`src/design/stim_cfg_pkg.sv`:
```
package stim_cfg_pkg;
   localparam logic [7:0] RATIO_ADDR = 8'h44;
   localparam logic [7:0] TIMING_ADDR = 8'h45;
   localparam logic [7:0] RESP_ADDR = 8'h46;
   localparam logic [7:0] RESET_VALUE = 8'h00;
   localparam int RATIO_LSB = 0;
   localparam int COND_LSB = 0;
   localparam int DELAY_LSB = 3;
   localparam int TYPE_BIT = 6;
   localparam int RESP_LSB = 0;
   localparam int MAG_LSB = 4;
   localparam logic [2:0] RATIO_RESERVED = 3'h7;
   localparam logic [3:0] MAG_RESERVED = 4'hf;
   localparam int CLK_KHZ = 20000;
   // Delay table in milliseconds, indexed by the delay code.
   localparam int DELAY_MS [8] = '{0, 1, 5, 10, 20, 40, 80, 100};
   typedef enum logic [2:0] {
      ACT_NONE = 3'h0, ACT_VOLT = 3'h1, ACT_RES = 3'h2, ACT_DIV = 3'h3, ACT_BRIDGE = 3'h4
   } action_t;
endpackage : stim_cfg_pkg

```
`src/design/custom_charger_stimulus_config.sv`:
```
`timescale 1ns/10ps
module custom_charger_stimulus_config #(
   parameter int CLK_KHZ = stim_cfg_pkg::CLK_KHZ // Clock rate in kHz.
) (
   input wire logic clk, // 20 MHz clock.
   input wire logic resetn, // Asynchronous reset, active low.
   input wire logic wrEn, // Register write strobe.
   input wire logic [7:0] addr, // Register address.
   input wire logic [7:0] wrData, // Write data.
   output logic [7:0] rdData, // Read data for addr.
   input wire logic bc12Active, // BC1.2 profile active.
   input wire logic [3:0] stage1_response_select, // Stage 1 response code.
   output logic [2:0] stage1_divider_ratio, // Ratio code in force.
   output logic ratioApply, // Divider ratio in use.
   output logic stage2_timer_behavior, // Timer behaviour bit.
   output logic [2:0] stage2_delay_select, // Delay code.
   output logic [2:0] stage2_condition_select, // Trigger condition.
   output logic [3:0] stage2_response_select, // Response code.
   output logic [3:0] stage2_response_magnitude, // Magnitude code.
   output stim_cfg_pkg::action_t responseAction, // Decoded response kind.
   output logic [23:0] stimulus_delay_time // Delay in clock cycles.
);
   logic [2:0] ratio_reg, ratio_next;
   logic [6:0] timing_reg, timing_next;
   logic [7:0] resp_reg, resp_next;
   logic [2:0] wCond;
   logic [3:0] wResp, wMag;

   // Field validation and register update; reserved encodings keep the old value.
   always_comb begin
      ratio_next = ratio_reg;
      timing_next = timing_reg;
      resp_next = resp_reg;
      wCond = wrData[stim_cfg_pkg::COND_LSB +: 3];
      wResp = wrData[stim_cfg_pkg::RESP_LSB +: 4];
      wMag = wrData[stim_cfg_pkg::MAG_LSB +: 4];
      // Ratio is frozen while BC1.2 runs so a legacy setting is not disturbed.
      if (wrEn && addr == stim_cfg_pkg::RATIO_ADDR && !bc12Active &&
          wrData[2:0] != stim_cfg_pkg::RATIO_RESERVED) begin
         ratio_next = wrData[2:0];
      end
      if (wrEn && addr == stim_cfg_pkg::TIMING_ADDR) begin
         timing_next[6:3] = wrData[6:3];
         if (wCond != 3'h4 && wCond != 3'h5) begin
            timing_next[2:0] = wCond;
         end
      end
      if (wrEn && addr == stim_cfg_pkg::RESP_ADDR) begin
         if (wResp != 4'h5 && wResp != 4'h8 && wResp != 4'hb) begin
            resp_next[3:0] = wResp;
         end
         if (wMag != stim_cfg_pkg::MAG_RESERVED) begin
            resp_next[7:4] = wMag;
         end
      end
   end

   // Registers; all fields clear at power-on.
   always_ff @(posedge clk or negedge resetn) begin
      if (!resetn) begin
         ratio_reg <= stim_cfg_pkg::RESET_VALUE[2:0];
         timing_reg <= stim_cfg_pkg::RESET_VALUE[6:0];
         resp_reg <= stim_cfg_pkg::RESET_VALUE;
      end else begin
         ratio_reg <= ratio_next;
         timing_reg <= timing_next;
         resp_reg <= resp_next;
      end
   end

   // Readback; unimplemented and unmapped bits read as zero.
   always_comb begin
      case (addr)
         stim_cfg_pkg::RATIO_ADDR: rdData = {5'h00, ratio_reg};
         stim_cfg_pkg::TIMING_ADDR: rdData = {1'b0, timing_reg};
         stim_cfg_pkg::RESP_ADDR: rdData = resp_reg;
         default: rdData = 8'h00;
      endcase
   end

   assign stage1_divider_ratio = ratio_reg;
   // Only divider responses of a legacy profile use the ratio.
   assign ratioApply = !bc12Active && (stage1_response_select == 4'h6 ||
      stage1_response_select == 4'h9 || stage1_response_select == 4'hc);
   assign stage2_timer_behavior = timing_reg[stim_cfg_pkg::TYPE_BIT];
   assign stage2_delay_select = timing_reg[stim_cfg_pkg::DELAY_LSB +: 3];
   assign stage2_condition_select = timing_reg[stim_cfg_pkg::COND_LSB +: 3];
   assign stage2_response_select = resp_reg[3:0];
   // Magnitude meaning follows the kind of response selected.
   assign stage2_response_magnitude = resp_reg[7:4];
   assign stimulus_delay_time =
      24'(stim_cfg_pkg::DELAY_MS[stage2_delay_select] * CLK_KHZ);

   // Response kind decode.
   always_comb begin
      case (resp_reg[3:0])
         4'h1, 4'h2, 4'h3: responseAction = stim_cfg_pkg::ACT_VOLT;
         4'h4, 4'h7, 4'hd: responseAction = stim_cfg_pkg::ACT_RES;
         4'h6, 4'h9, 4'hc: responseAction = stim_cfg_pkg::ACT_DIV;
         4'ha: responseAction = stim_cfg_pkg::ACT_BRIDGE;
         default: responseAction = stim_cfg_pkg::ACT_NONE;
      endcase
   end

   // Register checks; all of them rest while reset is low, as every field is cleared then.
   property p_reserved_ratio;
      @(posedge clk) disable iff (!resetn)
      (wrEn && addr == stim_cfg_pkg::RATIO_ADDR && wrData[2:0] == 3'h7)
         |=> $stable(stage1_divider_ratio);
   endproperty
   a_reserved_ratio: assert property (p_reserved_ratio)
      else $error("Reserved ratio taken.");
   property p_bc12_freeze;
      @(posedge clk) disable iff (!resetn) bc12Active |=> $stable(stage1_divider_ratio);
   endproperty
   a_bc12_freeze: assert property (p_bc12_freeze)
      else $error("Ratio changed under BC1.2.");
   property p_ratio_write;
      @(posedge clk) disable iff (!resetn)
      (wrEn && addr == stim_cfg_pkg::RATIO_ADDR && !bc12Active && wrData[2:0] != 3'h7)
         |=> stage1_divider_ratio == $past(wrData[2:0]);
   endproperty
   a_ratio_write: assert property (p_ratio_write) else $error("Ratio write lost.");
   property p_ratio_apply;
      @(posedge clk) disable iff (!resetn)
      ratioApply |-> (stage1_response_select inside {4'h6, 4'h9, 4'hc});
   endproperty
   a_ratio_apply: assert property (p_ratio_apply) else $error("Ratio applied wrongly.");
   property p_upper_zero;
      @(posedge clk) disable iff (!resetn)
      (addr == stim_cfg_pkg::RATIO_ADDR |-> rdData[7:3] == 5'h00) and
      (addr == stim_cfg_pkg::TIMING_ADDR |-> !rdData[7]);
   endproperty
   a_upper_zero: assert property (p_upper_zero) else $error("Upper bits not zero.");
   property p_cond_reserved;
      @(posedge clk) disable iff (!resetn)
      !(stage2_condition_select inside {3'h4, 3'h5});
   endproperty
   a_cond_reserved: assert property (p_cond_reserved)
      else $error("Reserved condition held.");
   property p_resp_reserved;
      @(posedge clk) disable iff (!resetn)
      !(stage2_response_select inside {4'h5, 4'h8, 4'hb}) && stage2_response_magnitude != 4'hf;
   endproperty
   a_resp_reserved: assert property (p_resp_reserved)
      else $error("Reserved response held.");
   property p_delay_max;
      @(posedge clk) disable iff (!resetn)
      stage2_delay_select == 3'h7 |-> stimulus_delay_time == 24'(100 * CLK_KHZ);
   endproperty
   a_delay_max: assert property (p_delay_max) else $error("Delay count wrong.");
   property p_div_kind;
      @(posedge clk) disable iff (!resetn)
      stage2_response_select == 4'hc |-> responseAction == stim_cfg_pkg::ACT_DIV;
   endproperty
   a_div_kind: assert property (p_div_kind) else $error("Divider decode wrong.");
   // A legacy profile with a divider response must see the ratio in use.
   property p_apply_divider;
      @(posedge clk) disable iff (!resetn)
      (!bc12Active && stage1_response_select inside {4'h6, 4'h9, 4'hc}) |-> ratioApply;
   endproperty
   a_apply_divider: assert property (p_apply_divider)
      else $error("Divider ratio not applied.");
   // The ratio must stay unused while a BC1.2 profile runs.
   property p_bc12_unused;
      @(posedge clk) disable iff (!resetn)
      bc12Active |-> !ratioApply;
   endproperty
   a_bc12_unused: assert property (p_bc12_unused)
      else $error("Ratio used under BC1.2.");
   // Delay code and timer bit are taken on every write to the timing register.
   property p_timing_write;
      @(posedge clk) disable iff (!resetn)
      (wrEn && addr == stim_cfg_pkg::TIMING_ADDR) |=>
         (stage2_delay_select == $past(wrData[5:3]) &&
          stage2_timer_behavior == $past(wrData[6]));
   endproperty
   a_timing_write: assert property (p_timing_write)
      else $error("Delay or timer write lost.");
   // An accepted condition code lands one cycle after the write.
   property p_cond_write;
      @(posedge clk) disable iff (!resetn)
      (wrEn && addr == stim_cfg_pkg::TIMING_ADDR && !(wrData[2:0] inside {3'h4, 3'h5}))
         |=> stage2_condition_select == $past(wrData[2:0]);
   endproperty
   a_cond_write: assert property (p_cond_write)
      else $error("Condition write lost.");
   // A reserved condition code leaves the old trigger in force.
   property p_cond_keep;
      @(posedge clk) disable iff (!resetn)
      (wrEn && addr == stim_cfg_pkg::TIMING_ADDR && wrData[2:0] inside {3'h4, 3'h5})
         |=> $stable(stage2_condition_select);
   endproperty
   a_cond_keep: assert property (p_cond_keep)
      else $error("Reserved condition taken.");
   // A reserved response code leaves the old response in force.
   property p_resp_keep;
      @(posedge clk) disable iff (!resetn)
      (wrEn && addr == stim_cfg_pkg::RESP_ADDR && wrData[3:0] inside {4'h5, 4'h8, 4'hb})
         |=> $stable(stage2_response_select);
   endproperty
   a_resp_keep: assert property (p_resp_keep)
      else $error("Reserved response taken.");
   // An accepted response code lands one cycle after the write.
   property p_resp_write;
      @(posedge clk) disable iff (!resetn)
      (wrEn && addr == stim_cfg_pkg::RESP_ADDR && !(wrData[3:0] inside {4'h5, 4'h8, 4'hb}))
         |=> stage2_response_select == $past(wrData[3:0]);
   endproperty
   a_resp_write: assert property (p_resp_write)
      else $error("Response write lost.");
   // The reserved magnitude is refused on its own, whatever the response field holds.
   property p_mag_keep;
      @(posedge clk) disable iff (!resetn)
      (wrEn && addr == stim_cfg_pkg::RESP_ADDR && wrData[7:4] == 4'hf)
         |=> $stable(stage2_response_magnitude);
   endproperty
   a_mag_keep: assert property (p_mag_keep)
      else $error("Reserved magnitude taken.");
   // Any other magnitude lands one cycle after the write.
   property p_mag_write;
      @(posedge clk) disable iff (!resetn)
      (wrEn && addr == stim_cfg_pkg::RESP_ADDR && wrData[7:4] != 4'hf)
         |=> stage2_response_magnitude == $past(wrData[7:4]);
   endproperty
   a_mag_write: assert property (p_mag_write)
      else $error("Magnitude write lost.");
   // Response codes one to three read the magnitude as a voltage.
   property p_volt_kind;
      @(posedge clk) disable iff (!resetn)
      stage2_response_select inside {4'h1, 4'h2, 4'h3} |-> responseAction == stim_cfg_pkg::ACT_VOLT;
   endproperty
   a_volt_kind: assert property (p_volt_kind)
      else $error("Voltage decode wrong.");
   // Delay code zero means no wait at all.
   property p_delay_zero;
      @(posedge clk) disable iff (!resetn)
      stage2_delay_select == 3'h0 |-> stimulus_delay_time == 24'h000000;
   endproperty
   a_delay_zero: assert property (p_delay_zero)
      else $error("Zero delay not zero.");
endmodule : custom_charger_stimulus_config

```
`config.mk`:
```
export PLATFORM = sky130hd
export DESIGN_NAME = custom_charger_stimulus_config
export DESIGN_NICKNAME = d
export VERILOG_FILES = /design/src/design/stim_cfg_pkg.sv /design/src/design/custom_charger_stimulus_config.sv
export SDC_FILE = /design/constraint.sdc
export NUM_CORES = 1
export LEC_CHECK = 0
export ABC_CLOCK_PERIOD_IN_PS = 5800
export BUFFER_PORTS_ARGS = -buffer_cell sky130_fd_sc_hd__buf_2
export CORE_MARGIN = 2
export CORE_UTILIZATION = 30
export CTS_BUF_LIST = sky130_fd_sc_hd__clkbuf_8 sky130_fd_sc_hd__clkbuf_16
export DETAILED_ROUTE_END_ITERATION = 12
export MAX_ROUTING_LAYER = met4
export PLACE_DENSITY = 0.59
export SYNTH_ARGS = -nofsm -noshare
export SYNTH_HDL_FRONTEND = slang
export SYNTH_SLANG_ARGS = --single-unit
```
`constraint.sdc`:
```
create_clock -name clk -period 5.8 [get_ports clk]
set_clock_uncertainty 0.15 [all_clocks]
set_input_delay 1.16 -clock clk [delete_from_list [all_inputs] [get_ports clk]]
set_output_delay 1.16 -clock clk [all_outputs]
set_load 0.02 [all_outputs]
```
==> metrics.cfg, run 1 <==
[synth]
yosys.area.top_type=ha_1
yosysUniqueCellTypes=42
synth_area_sq_mm=0.00223
synth_warnings=0
synth_seq_cells=18
synthTopCellsByArea=ha_1 25%, dfrtp_1 20%, fa_1 6.3%
seq_area_frac_synth=0.202
synth_top_area_frac=0.253
syn_inst=244
avgSynthCellArea_sq_um=9.12

[layout]
final_common_cell=buf_2
instances_no_fill=419
drive_gt1_frac=0.334
syn2layout_area_growth_pct=28.1
largest_reg_flops=8
nets=398
final_cell_mix=71 x buf_2, 40 x ha_1, 19 x nand2_1, 19 x nor2_1, 18 x a21oi_1
diodes=0
fillers=766

[route]
wl_um=5360
firstDrtPassIters=4
drc_errors=0
postRouteAntennaNets=0
vias_per_cell=4.79
vias=2005
wire_per_inst_um=12.8
drt_iter0_drc=46

[floorplan]
coreArea_sq_mm=0.00721
die-area_sq_mm=0.00812
die_w_um=90.1
row_count=31
initial_utilization=0.309
fp.dieH_um=90.1
ios=78

[clock_network]
clk_latency_ns=0.25
h-tree-depth=1
cts_inserted_buffers=3
cts_buffer_depth=2
cts_root_buf=clkbuf_8
cts.clk_slew.worst_paths_ns=0.06
cts_sinks=18
tritoncts=yes

[worst_setup_path]
critPathMaxStageDelay_ns=0.43
crit_path_end_kind=output port
start_kind=register
cp.required_ns=4.49
critical_path_class=reg -> out
worst-path-max-fanout=6
crit_top_cell=ha_1
path_cells=inv_1, ha_1, mux2_4, ha_1, ha_1, ha_1, ha_1, fa_2, a211o_1, a21oi_2, nor2b_2, o41ai_2, xnor2_1, buf_2
critical_path_arrival_ns=4.32
slowest_stage=fa_2

[global_routing]
grt_pass1_vias=1912
track_usage=0.129
overflow=0
grt_pass1_wl_um=8680
grt_antenna_before_repair=0
grt_start_max_net_pins=19

[outcome]
outcome=finished, final reports clean

[sta]
max-slew-margin-rel=0.619
fin_crit_sh=0.970
rsz0062_at_grt=no
whs_ns=0.358
fmax_mhz=178
final-hold-violation-count=0
min_period_ns=5.63
drv_slew=0
setup_violations=0
setup_tns_ns=0
worst_pin_slew_ns=0.570

[placed_design]
io_buffers=71
place_congestion=0.772
dpl.hpwl_um=4420
placedCellCount=412

[power_and_ir_drop]
power.density_mw_per_mm2=242
ir_drop_mv=0.0874
finalPower_uw=691
p_leak_uw=0.00155

[run]
cap_violations=0

[min_path]
hold_path_class=reg -> reg

[layout make-up]
| class | count | area [sq um] | area share |
|---|---|---|---|
| sequential | 18 | 453 | 0.159 |
| tap | 99 | 124 | 0.0434 |
| clock buffer | 3 | 41.3 | 0.0145 |
| multi-input combinational | 204 | 1760 | 0.617 |
| inverter | 16 | 60.1 | 0.0211 |
| timing repair buffer | 79 | 415 | 0.146 |
[critical path, delay by kind of cell, from the launching register on]
kind	cells	cell delay, ns
and+or+nand+nor	1	0.07
xor gates and xnor gates	1	0.15
muxes	1	0.32
AOI/OAI and AO/OA	3	0.85
adders and majority gates	6	2.00
buffers and inverters	2	0.27
DFF	1	0.40
[synthesized netlist by cell type, drive strengths merged]
cell type,n
ha,45
a21oi,20
nor2,20
nand2,19
dfrtp,18
inv,16
o21ai,9
buf,7
fa,7
mux2,7
nor2b,6
xnor2,6
a21o,4
a22oi,4
and2,4
clkbuf,4
nand4,4
or3,4
a22o,3
mux2i,3
nand2b,3
o21a,3
xor2,3
a211oi,2
a31oi,2
and3,2
nand3,2
nand4b,2
nor3,2
o31ai,2
a211o,1
a311oi,1
a41o,1
and2b,1
conb,1
nor3b,1
nor4b,1
nor4bb,1
o21bai,1
o311a,1
o41ai,1
[per-stage QoR]
step           setup slack, ns   util  cell area, sq um
2_1_floorplan           0.0915      -              2250
3_3_place_gp             0.129  0.373              2690
3_5_place_dp            0.0619  0.373              2690
4_1_cts                 0.0107  0.381              2750
5_1_grt                0.00421  0.395              2850
6_report                 0.173  0.395              2850
[path summary, 6_finish.rpt]
path	to	startpoint	depth (start not counted)	slack, ns
max in group asynchronous	timing_reg[4]	resetn	1	4.48
worst max register to register	timing_reg[5]	timing_reg[5]	3	4.74
min in group asynchronous	stage1_divider_ratio[2]	resetn	1	0.68
worst min register to register	timing_reg[6]	timing_reg[6]	2	0.36
worst max-delay path	stimulus_delay_time[19]	timing_reg[3]	14	0.17
worst min-delay path	timing_reg[6]	timing_reg[6]	2	0.36
[layer usage]
metal / vias to the layer above / GRT usage / wire, um
met5: - / - / 0
li1: 1017 / - / -
met3: 2 / 0.0126 / 215
met2: 53 / 0.207 / 2470
met4: 0 / 0.0231 / 20
met1: 933 / 0.180 / 2660
[timing repair]
action,CTS,global route
pin swaps,0,6
setup endpoints to repair,3,6
hold buffers,0,0
hold endpoints to repair,0,0
gates resized for setup,5,12
gates cloned,0,0
setup buffers,0,4
[power by group]
part	switching [uW]	internal (uW)
Sequential	8.42	132
Clock	39.8	46.1
Combinational	268	196
[cell families after synthesis]
group / share of synthesized area
AND/OR/NAND/NOR: 0.171
AO/OA/AOI/OAI: 0.167
multiplexers: 0.0489
flip-flops: 0.202
XOR/XNOR: 0.0354
buffers and inverters: 0.0573
adder cells (fa/ha/maj): 0.316
other: 0.00168
Note: power is estimated with default switching activity, not from simulation.
==> inputs of run 2 (changes only) <==
--- a/config.mk
+++ b/config.mk
@@ -7,7 +7,7 @@
 export LEC_CHECK = 0
 export ABC_CLOCK_PERIOD_IN_PS = 5800
 export BUFFER_PORTS_ARGS = -buffer_cell sky130_fd_sc_hd__buf_2
-export CORE_MARGIN = 2
+export CORE_MARGIN = 3
 export CORE_UTILIZATION = 30
 export CTS_BUF_LIST = sky130_fd_sc_hd__clkbuf_8 sky130_fd_sc_hd__clkbuf_16
 export DETAILED_ROUTE_END_ITERATION = 12
==> run 2 against run 1 <==
  * Combinational power fell by 1%
  * Cell area rose by 1.4%
  * Fmax rose by 0.56%
  * Flip-flop and latch count did not move
  * Count of clock-buffer cells in the layout rose by 1
  * Largest power group unchanged
  * Utilization rose by 1.9 points
  * Die area rose by 4.5%
  * Critical path depth did not move
==> metrics.cfg, run 2 (synthesis results as in run 1) <==
[sta]
fmax_mhz=179  ; +0.56%
final-hold-violation-count=0  ; unchanged
drv_slew=0  ; unchanged
setup_ws_ns=0.204  ; +0.0311 ns
worst_pin_slew_ns=0.681  ; +0.111 ns
fin_crit_sh=0.965  ; -0.00537
whs_ns=0.365  ; +0.00730 ns
max-slew-margin-rel=0.545  ; -0.0741
rsz0062_at_grt=no
min_period_ns=5.60  ; -0.0311 ns
setup_tns_ns=0  ; unchanged
setup_violations=0  ; unchanged

[global_routing]
grt_pass1_wl_um=9000  ; +3.7%
grt_antenna_before_repair=0  ; unchanged
grt_start_max_net_pins=19  ; unchanged
track_usage=0.133  ; +0.00438
overflow=0  ; unchanged
grt_pass1_vias=1890  ; -1.2%

[placed_design]
io_buffers=71  ; unchanged
pre_cts_ws_ns=0.195  ; +0.133 ns
place_area_sq_mm=0.00269  ; -0.14%
place_congestion=0.806  ; +4.4%
dpl.hpwl_um=4520  ; +2.2%
placedCellCount=409  ; -0.73%

[layout]
final_common_cell=buf_2
diodes=0  ; unchanged
fillers=724  ; -5.5%
nets=397  ; -0.25%
final_cell_mix=69 x buf_2, 37 x ha_1, 19 x nand2_1, 19 x nor2_1, 18 x a21oi_1
drive_gt1_frac=0.353  ; +0.0188
regArea_sq_um=454  ; +0.28%
multi_input_area_sq_mm=0.00179  ; +1.9%
syn2layout_area_growth_pct=30.0
largest_reg_flops=8  ; unchanged
instances_no_fill=416  ; -0.72%
fin_area_sq_mm=0.00289  ; +1.4%

[outcome]
outcome=finished, final reports clean

[route]
vias=1998  ; -0.35%
wl_um=5540  ; +3.2%
postRouteAntennaNets=0  ; unchanged
firstDrtPassIters=4  ; unchanged
drc_errors=0  ; unchanged
wire_per_inst_um=13.3  ; +4.0%
vias_per_cell=4.80  ; +0.37%
drt_iter0_drc=64  ; +39%

[clock_network]
clk_latency_ns=0.25  ; about the same
cts.hold.buffers_added=0  ; unchanged
tritoncts=yes
h-tree-depth=1  ; unchanged
cts_buffer_depth=2  ; unchanged
cts_sinks=18  ; unchanged
cts_root_buf=clkbuf_8
cts_inserted_buffers=3  ; unchanged
cts.clk_slew.worst_paths_ns=0.07  ; about the same

[power_and_ir_drop]
ir_drop_mv=0.152  ; +73%
p_comb_frac=0.653  ; -0.019
power_frac_clock=0.147  ; +0.023
power.density_mw_per_mm2=243  ; +0.23%
switching_share=0.448  ; -0.0101
power_frac_seq=0.200  ; -0.003
power.switching_uw=315  ; -0.57%
p_leak_uw=0.00155  ; about the same
internal_power_uw=388  ; +3.6%

[min_path]
whs_path_depth=2  ; unchanged
hold_path_class=reg -> reg

[worst_setup_path]
crit_start=timing_reg[3]
crit-reg2reg-launch=timing_reg[5]
slowest_stage=dfrtp_2
endpoint=stimulus_delay_time[19]
cp.required_ns=4.49  ; about the same
start_kind=register
cp_num_buf_inv=2  ; unchanged
critical_path_arrival_ns=4.29  ; -0.03 ns
path_cells=inv_1, ha_4, mux2_4, ha_1, ha_1, ha_1, ha_1, fa_2, a211o_1, a21oi_2, nor2b_2, o41ai_2, xnor2_1, buf_4
critPathMaxStageDelay_ns=0.44  ; about the same
crit_top_cell=ha_1
r2r_slack_ns=4.75  ; about the same
critPathTopFamily=adder cells
ff2ff_path_depth=3  ; unchanged
critical_path_class=reg -> out
worst-path-max-fanout=6  ; unchanged
r2r_end=timing_reg[5]
cp.depth=14  ; unchanged
crit_path_end_kind=output port

[run]
cap_violations=0  ; unchanged

[floorplan]
ios=78  ; unchanged
fp.dieH_um=92.1  ; +2.2%
die-area_sq_mm=0.00849  ; +4.5%
coreArea_sq_mm=0.00698  ; -3.2%
die_w_um=92.1  ; +2.2%
row_count=30  ; -3.2%
initial_utilization=0.319  ; +0.0103

run 2: tightest hold or removal path, stage by stage (launching register included):
cell and delay [ns]:
dfrtp_1 0.38, nand2_1 0.06, nand2_1 0.05
run 2: how the worst min path moves through the flow:
stage	to	startpoint	slack (ns)
finish	timing_reg[6]	timing_reg[6]	0.37
global route	timing_reg[6]	timing_reg[6]	0.39
CTS	timing_reg[6]	timing_reg[6]	0.37
detailed placement	timing_reg[6]	timing_reg[6]	0.35
global placement	timing_reg[6]	timing_reg[6]	0.35
floorplan	timing_reg[6]	timing_reg[6]	0.44
run 2: per-stage QoR:
| stage | total power, uW | utilization |
|---|---|---|
| 3_3_place_gp | 539 | 0.385 |
| 3_5_place_dp | 544 | 0.385 |
| 2_1_floorplan | 436 | - |
| 5_1_grt | 769 | 0.414 |
| 4_1_cts | 652 | 0.394 |
| 6_report | 702 | 0.414 |
run 2: metal layers:
layer	wire, um	vias up	GRT usage
met5	0	-	-
met3	268	2	0.0263
met1	2730	929	0.180
li1	-	1015	-
met4	17	0	0.0186
met2	2520	52	0.213
run 2: final cells by class:
cell class | count | area share
well taps | 96 | 0.0415
flip-flops and latches | 18 | 0.157
repair buffers | 78 | 0.143
multi-input cells | 204 | 0.619
clock buffers | 4 | 0.0190
inverters | 16 | 0.0208
run 2: power by group through the flow:
stage,Combinational [uW],Sequential (uW),Clock (uW)
3_5_place_dp,402,142,0
5_1_grt,513,142,113
4_1_cts,406,140,106
3_3_place_gp,397,142,0
2_1_floorplan,288,148,0
6_report,459,140,103
run 2: timing repair:
action	CTS	global route
resized for setup	3	23
setup endpoints to repair	2	6
pin swaps	0	8
setup buffers	0	3
